## src/shared/pmtw_pkg.sv

```systemverilog
// Package for the oscillator trim, wake-up and PLL limit register block
// What this block does
// - Protection blocks writes to protected registers
// - Protection bit changes only with right key
// - Low range trim: user field or factory
// - Mid range trim: user field or factory
// - High range trim: user field or factory
// - Enable register sets wake bits, zero ignored
// - Disable register clears wake bits, zero ignored
// - Status shows enabled; peripheral may clear it
// - Only eligible peripherals may enable wake
// - Activity bits show eligible peripheral activity
// - Ineligible activity bits read zero
// - First multiplier saturates at first limit
// - First limit write cancelled on conflict
// - Second multiplier saturates at second limit
// - Second limit write cancelled on conflict
package pmtw_pkg;
   localparam int MW = 11;
   localparam int TW = 7;
   localparam logic [31:0] OFS_PROTECT = 32'h400E_04E4;
   localparam logic [31:0] OFS_TRIM = 32'h400E_0510;
   localparam logic [31:0] OFS_WAKE_SET = 32'h400E_0514;
   localparam logic [31:0] OFS_WAKE_CLR = 32'h400E_0518;
   localparam logic [31:0] OFS_WAKE_STATE = 32'h400E_051C;
   localparam logic [31:0] OFS_ACTIVITY = 32'h400E_0520;
   localparam logic [31:0] OFS_PLL_LIMIT = 32'h400E_0530;
   localparam logic [23:0] PROTECT_KEY = 24'h504D43;
   localparam int KEY_LSB = 8;
   localparam int LOW_LSB = 0;
   localparam int MID_LSB = 8;
   localparam int HIGH_LSB = 16;
   localparam int SEL_OFS = 7;
   localparam int LIM_A_LSB = 0;
   localparam int LIM_B_LSB = 16;
   localparam logic [31:0] WAKE_FIELD = 32'h3FFF_FF00;
   localparam logic [31:0] ELIGIBLE_RST = 32'h2000_FF00;
   localparam logic [23:0] TRIM_RST = 24'h00_0000;
   localparam logic [MW-1:0] LIMIT_RST = 11'h7FF;
   localparam logic [1:0] HTRANS_NONSEQ = 2'h2;

   typedef struct packed {
      logic wp;
      logic [23:0] trim;
      logic [31:0] wake;
      logic [MW-1:0] lim_a;
      logic [MW-1:0] lim_b;
      logic wr_pend;
      logic [31:0] wr_addr;
      logic [31:0] rdata;
      logic [TW-1:0] trim_low;
      logic [TW-1:0] trim_mid;
      logic [TW-1:0] trim_high;
      logic [MW-1:0] mul_a;
      logic [MW-1:0] mul_b;
      logic [31:0] wake_out;
      logic ready;
      logic resp;
   } pmtw_state_t;
endpackage

```

## src/rtl/pmtw_top.sv

```systemverilog
// Trim selection, partial wake-up and PLL multiplier limits over AHB-Lite
//
// Implementation choice: the AHB-Lite register port.
module pmtw_top
   import pmtw_pkg::*;
#(
   parameter logic [31:0] ELIGIBLE = pmtw_pkg::ELIGIBLE_RST
)
(
   input wire logic core_clk_i,
   input wire logic rst_i,
   input wire logic hsel_i,
   input wire logic [31:0] haddr_i,
   input wire logic [1:0] htrans_i,
   input wire logic hwrite_i,
   input wire logic [2:0] hsize_i,
   input wire logic [31:0] hwdata_i,
   input wire logic hready_i,
   output logic [31:0] hrdata_o,
   output logic hreadyout_o,
   output logic hresp_o,
   input wire logic [pmtw_pkg::TW-1:0] factory_low_i,
   input wire logic [pmtw_pkg::TW-1:0] factory_mid_i,
   input wire logic [pmtw_pkg::TW-1:0] factory_high_i,
   output logic [pmtw_pkg::TW-1:0] trim_low_o,
   output logic [pmtw_pkg::TW-1:0] trim_mid_o,
   output logic [pmtw_pkg::TW-1:0] trim_high_o,
   input wire logic [31:0] wake_clear_i,
   input wire logic [31:0] periph_active_i,
   output logic [31:0] wake_enable_o,
   input wire logic [pmtw_pkg::MW-1:0] first_pll_multiplier_i,
   input wire logic [pmtw_pkg::MW-1:0] second_pll_multiplier_i,
   output logic [pmtw_pkg::MW-1:0] first_pll_mult_o,
   output logic [pmtw_pkg::MW-1:0] second_pll_mult_o
);
   import pmtw_pkg::*;

   localparam pmtw_state_t ST_RST = '{
      wp: 1'b0,
      trim: TRIM_RST,
      wake: 32'h0000_0000,
      lim_a: LIMIT_RST,
      lim_b: LIMIT_RST,
      wr_pend: 1'b0,
      wr_addr: 32'h0000_0000,
      rdata: 32'h0000_0000,
      trim_low: 7'h00,
      trim_mid: 7'h00,
      trim_high: 7'h00,
      mul_a: 11'h000,
      mul_b: 11'h000,
      wake_out: 32'h0000_0000,
      ready: 1'b1,
      resp: 1'b0
   };

   localparam logic [31:0] WAKE_OK = ELIGIBLE & WAKE_FIELD;

   pmtw_state_t s_q;
   pmtw_state_t s_d;
   logic addr_phase;
   logic wr_ok;
   logic [31:0] wd;
   localparam int RANGE_LSB [3] = '{LOW_LSB, MID_LSB, HIGH_LSB};

   logic [31:0] set_bits;
   logic [31:0] clr_bits;
   logic hit_set;
   logic hit_clr;
   logic [31:0] wake_next;
   logic [TW-1:0] trim_factory [3];
   logic [TW-1:0] trim_user [3];
   logic trim_sel [3];
   logic [TW-1:0] trim_pick [3];
   logic [MW-1:0] mult_req [2];
   logic [MW-1:0] lim_cur [2];
   logic [MW-1:0] lim_new [2];
   logic sat_now [2];
   logic lim_take [2];
   logic [MW-1:0] mult_cap [2];

   assign addr_phase = hsel_i && hready_i && (htrans_i == HTRANS_NONSEQ);

   // Data-phase write decode
   assign wr_ok = s_q.wr_pend && !s_q.wp;
   assign hit_set = wr_ok && (s_q.wr_addr == OFS_WAKE_SET);
   assign hit_clr = wr_ok && (s_q.wr_addr == OFS_WAKE_CLR);
   assign set_bits = hit_set ? (hwdata_i & WAKE_OK) : 32'h0000_0000;
   assign clr_bits = wake_clear_i | (hit_clr ? (hwdata_i & WAKE_FIELD) : 32'h0000_0000);

   // Per-bit wake state, set beats clear
   for (genvar b = 0; b < 32; b++)
   begin : g_wake
      assign wake_next[b] = WAKE_OK[b] && (set_bits[b] || (s_q.wake[b] && !clr_bits[b]));
   end

   assign trim_factory[0] = factory_low_i;
   assign trim_factory[1] = factory_mid_i;
   assign trim_factory[2] = factory_high_i;

   // Select bit picks the user field over the factory value
   for (genvar g = 0; g < 3; g++)
   begin : g_trim
      assign trim_user[g] = s_q.trim[RANGE_LSB[g] +: TW];
      assign trim_sel[g] = s_q.trim[RANGE_LSB[g] + SEL_OFS];
      assign trim_pick[g] = trim_sel[g] ? trim_user[g] : trim_factory[g];
   end

   assign mult_req[0] = first_pll_multiplier_i;
   assign mult_req[1] = second_pll_multiplier_i;
   assign lim_cur[0] = s_q.lim_a;
   assign lim_cur[1] = s_q.lim_b;
   assign lim_new[0] = hwdata_i[LIM_A_LSB +: MW];
   assign lim_new[1] = hwdata_i[LIM_B_LSB +: MW];

   // Limit write needs no saturation now and a new limit at or above the multiplier
   for (genvar p = 0; p < 2; p++)
   begin : g_pll
      assign sat_now[p] = mult_req[p] > lim_cur[p];
      assign mult_cap[p] = sat_now[p] ? lim_cur[p] : mult_req[p];
      assign lim_take[p] = !sat_now[p] && (lim_new[p] >= mult_req[p]);
   end

   always_comb
   begin
      s_d = s_q;
      wd = hwdata_i;
      s_d.wr_pend = 1'b0;
      if (s_q.wr_pend && s_q.wr_addr == OFS_PROTECT)
      begin
         if (wd[KEY_LSB +: 24] == PROTECT_KEY)
         begin
            s_d.wp = wd[0];
         end
      end
      if (wr_ok)
      begin
         case (s_q.wr_addr)
            OFS_TRIM:
            begin
               s_d.trim = wd[23:0];
            end
            OFS_PLL_LIMIT:
            begin
               if (lim_take[0])
               begin
                  s_d.lim_a = lim_new[0];
               end
               if (lim_take[1])
               begin
                  s_d.lim_b = lim_new[1];
               end
            end
            default:
            begin
               s_d.trim = s_q.trim;
            end
         endcase
      end
      s_d.wake = wake_next;
      if (addr_phase)
      begin
         s_d.wr_pend = hwrite_i;
         s_d.wr_addr = haddr_i;
      end
      s_d.rdata = 32'h0000_0000;
      // Next-state values, so a read right after a write sees it
      if (addr_phase && !hwrite_i)
      begin
         case (haddr_i)
            OFS_PROTECT:
            begin
               s_d.rdata = {31'h0000_0000, s_d.wp};
            end
            OFS_TRIM:
            begin
               s_d.rdata = {8'h00, s_d.trim};
            end
            OFS_WAKE_STATE:
            begin
               s_d.rdata = s_d.wake;
            end
            OFS_ACTIVITY:
            begin
               s_d.rdata = periph_active_i & WAKE_OK;
            end
            OFS_PLL_LIMIT:
            begin
               s_d.rdata = {5'h00, s_d.lim_b, 5'h00, s_d.lim_a};
            end
            default:
            begin
               s_d.rdata = 32'h0000_0000;
            end
         endcase
      end
      s_d.trim_low = trim_pick[0];
      s_d.trim_mid = trim_pick[1];
      s_d.trim_high = trim_pick[2];
      s_d.mul_a = mult_cap[0];
      s_d.mul_b = mult_cap[1];
      s_d.wake_out = s_q.wake;
      s_d.ready = 1'b1;
      s_d.resp = 1'b0;
   end

   always_ff @(posedge core_clk_i)
   begin
      if (rst_i)
      begin
         s_q <= ST_RST;
      end
      else
      begin
         s_q <= s_d;
      end
   end

   assign hrdata_o = s_q.rdata;
   assign hreadyout_o = s_q.ready;
   assign hresp_o = s_q.resp;
   assign trim_low_o = s_q.trim_low;
   assign trim_mid_o = s_q.trim_mid;
   assign trim_high_o = s_q.trim_high;
   assign wake_enable_o = s_q.wake_out;
   assign first_pll_mult_o = s_q.mul_a;
   assign second_pll_mult_o = s_q.mul_b;
endmodule

```

## config.mk

```make
export PLATFORM = sky130hd
export DESIGN_NAME = pmtw_top
export DESIGN_NICKNAME = d
export VERILOG_FILES = /design/src/shared/pmtw_pkg.sv /design/src/rtl/pmtw_top.sv
export SDC_FILE = /design/constraint.sdc
export NUM_CORES = 1
export LEC_CHECK = 0
export BUFFER_PORTS_ARGS = -buffer_cell sky130_fd_sc_hd__buf_2
export CORE_ASPECT_RATIO = 1.1
export CORE_UTILIZATION = 51
export DETAILED_ROUTE_END_ITERATION = 10
export GPL_TIMING_DRIVEN = 0
export PLACE_DENSITY = 0.81
export SLEW_MARGIN = 25
export SYNTH_ARGS = -nofsm -noshare
export SYNTH_HDL_FRONTEND = slang
export SYNTH_SLANG_ARGS = --single-unit
```

## constraint.sdc

```tcl
create_clock -name core_clk_i -period 2.7 [get_ports core_clk_i]
set_input_delay 0.54 -clock core_clk_i [delete_from_list [all_inputs] [get_ports core_clk_i]]
set_output_delay 0.54 -clock core_clk_i [all_outputs]
set_load 0.005 [all_outputs]
```

==> impl_metrics.ini <==
[placement]
dpl_cell_area_mm2 = 0.00973
placed_cells = 1349
dp_hpwl_um = 16900
preCtsSetupSlack_ns = -0.229
gp_congestion = 0.904
io_buffers = 210

[floorplan]
start_util_pct = 52.5
die_h_um = 136
io-pin-count = 290
die_x_um = 124
rows = 48
core_area_mm2 = 0.0159
die_area_mm2 = 0.0168

[run_status]
status = complete, no violations

[synth]
synthFlopType = dfxtp_1
ys_ff_latch = 169
synth_area_mm2 = 0.00833
synth_warnings = 0
seq_area_frac_synth_pct = 40.6
ys_types = 58
synthArstFlopShare_pct = 0
synth_edf_count = 0
syn_avg_cell_area_um2 = 9.13
synthCells = 912

[clocking]
ctsHoldBuffers = 0
cts_tree = done
max-clock-path-buffers = 2
cts.clk_slew.worst_paths_ns = 0.07
cts-buffers-inserted = 17
clockRootBuffer = clkbuf_16
cts.sinks = 169
ctsHtreeMaxLevel = 4
insertion_delay_ns = 0.43

[global_route]
antenna_found_initial = 1
grt_pass1_vias = 6727
grt_max_degree = 17
grt_overflow = 0
grt_pass1_wl_um = 32800
grt_use_total_pct = 26.0

[timing]
finalClockSkew_ns = 0.0103
setup_tns_ns = 0
final_max_slew_viol_count = 0
slew_headroom_pct = 35.4
holdWs_ns = 0.346
worst_slack_ns = 0.0621
finalCriticalPeriod_ns = 2.64
setup-violations-final = 0
finalCritPeriodShare_pct = 97.7
worst_pin_slew_ns = 0.959
hold_violations = 0
fmax_mhz = 379

[worst_hold_path]
hold_class = in2reg
holdPathStages = 3
hold_start = factory_high_i[5]

[detailed_routing]
drtAntennaViolNets = 0
drcViolationCount = 0
vias = 7128
drtIter0Drc = 371
drt-total-wl_um = 21900
routed_via_density = 5.15
firstDrtPassIters = 7
wl_per_cell_um = 15.8

[critical_path]
critPathMaxFanout = 5
reg2reg_depth = 10
critical_path_required_ns = 2.97
r2r_start = lim_cur[12]$_SDFF_PP1_
worstPathArrival_ns = 2.91
crit_path_start = lim_cur[12]$_SDFF_PP1_
critPathLaunchType = register
rrSetupSlack_ns = 0.06
slowest_stage = a221oi_4
crit_path_cell_trace = inv_1, ha_1, nor2b_1, o21a_1, o21ai_1, nand4b_1, a221oi_4, buf_4, mux2i_1, o22ai_1
max_stage_delay_ns = 0.50
endpoint_kind = register
critPathKind = reg2reg

[pwr]
clockPowerShare_pct = 44.6
seq_power_share_pct = 46.3
power_density_mw_per_mm2 = 528
ir_worst_vdd_v = 0.000482
comb_power_share_pct = 9.0
p_leak_nw = 5.06
cellInternalPower_mw = 4.25
netSwitchingPower_mw = 1.26
netSwitchingFraction_pct = 22.9
finalPower_mw = 5.51

[run]
max_cap_violations = 0

[layout]
fin_nets = 1397
synthToLayoutAreaGrowth_pct = 25.5
fin_area_mm2 = 0.0105
drive_above_1_share_pct = 34.0
postLayoutCoreUtil_pct = 65.9
final_cells = 1385
[cells in the mapped netlist, types with 7 or more instances]
cell	n	area share [%]
a21o_1	10	0.90
a21oi_1	76	4.6
buf_4	111	10
clkbuf_1	32	1.4
dfxtp_1	169	41
ha_1	44	6.6
inv_1	49	2.2
mux2i_1	73	8.8
nand2_1	81	3.7
nand2b_1	31	2.3
nand4_1	10	0.75
nor2_1	76	3.4
nor2b_1	28	2.1
nor3_1	7	0.42
o21ai_0	10	0.60
o22ai_1	13	0.98
o22ai_2	8	1.2
[cell type report]
type / count / area [um^2]
clock buffer: 19 / 443
fill: 1330 / 5400
sequential: 169 / 3390
buffer: 147 / 1010
inverter: 49 / 184
tap: 200 / 250
clock inverter: 11 / 149
timing repair buffer: 215 / 1090
antenna: 2 / 5.00
multi-input combinational: 573 / 3940
[placed cells by master (no fill, tap or decap), types with 3 or more instances in the layout]
master	count
nor4bb_1	3
a21o_1	10
bufinv_16	3
dfxtp_1	167
o22ai_2	8
mux2i_4	3
nand2b_1	31
nor3b_1	4
o21ai_0	8
a222oi_1	6
mux2i_1	65
nand3_1	6
buf_4	116
a22oi_1	3
buf_2	210
nor4b_1	5
o21ai_1	3
nand4b_1	4
nor3_1	6
o22ai_1	13
inv_1	49
nand4_1	10
nor2_1	76
conb_1	29
buf_6	5
mux2_2	6
nor4_1	3
mux2i_2	5
nand2_1	81
a32o_1	3
nor2b_1	28
ha_1	44
a21oi_1	76
clkbuf_16	17
clkinvlp_4	3
clkbuf_1	32
[repair_timing]
item                                    in CTS  in global routing
resized for setup                            0                 23
endpoints found under the setup margin       0                 38
setup buffers                                0                  4
[layer usage]
metal,track usage (%),up-vias,part of all wire [%],routed length [um]
met5,0,-,0,0
met4,13.6,0,3.2,689
met3,4.57,54,5.7,1250
met2,43.7,281,49,10700
met1,31.3,3296,42,9220
li1,-,3497,-,-
[kinds of logic (layout without fill, tap and decap cells)]
group                    Yosys count  after routing  synth area share [%]
AND/OR/NAND/NOR                  284            284                  18.3
other                              2             31                0.0902
multiplexers                      79             79                  9.59
AO/OA/AOI/OAI                    137            137                  10.5
adder cells (fa/ha/maj)           44             44                  6.61
buffers and inverters            197            441                  14.3
flip-flops                       169            169                  40.6
[path summary, 6_finish.rpt]
| kind | endpoint |
|---|---|
| worst max register to register | hrdata_o[4]$_SDFF_PP0_ |
| worst max-delay path | hrdata_o[4]$_SDFF_PP0_ |
| worst min-delay path | trim_high_o[5]$_SDFF_PP0_ |
| worst min register to register | s_q[140]$_SDFFE_PP0P_ |
[registers in the layout (all words and copies together), names as in the netlist]
| name | count |
|---|---|
| s_q | 58 |
| hrdata_o | 28 |
| lim_cur | 22 |
| first_pll_mult_o | 11 |
| second_pll_mult_o | 11 |
| s_d | 9 |
| wake_enable_o | 9 |
| trim_high_o | 7 |
| trim_low_o | 7 |
| trim_mid_o | 7 |
[critical path: cells and delay by family, from the launching register on]
kind	cells	cell delay, ns
AND/OR/NAND/NOR	2	0.41
buffers and inverters	2	0.29
flip-flops	1	0.35
adder cells (fa/ha/maj)	1	0.28
AO/OA/AOI/OAI	4	0.88
multiplexers	1	0.26
[power groups by stage]
stage / clock network, mW / logic, mW / registers (mW)
floorplan: 0 / 0.262 / 2.60
finish: 2.46 / 0.499 / 2.55
global route: 2.59 / 0.554 / 2.56
CTS: 2.47 / 0.492 / 2.55
global placement: 0 / 0.481 / 2.61
detailed placement: 0 / 0.489 / 2.61
(Power assumes the default switching activity.)
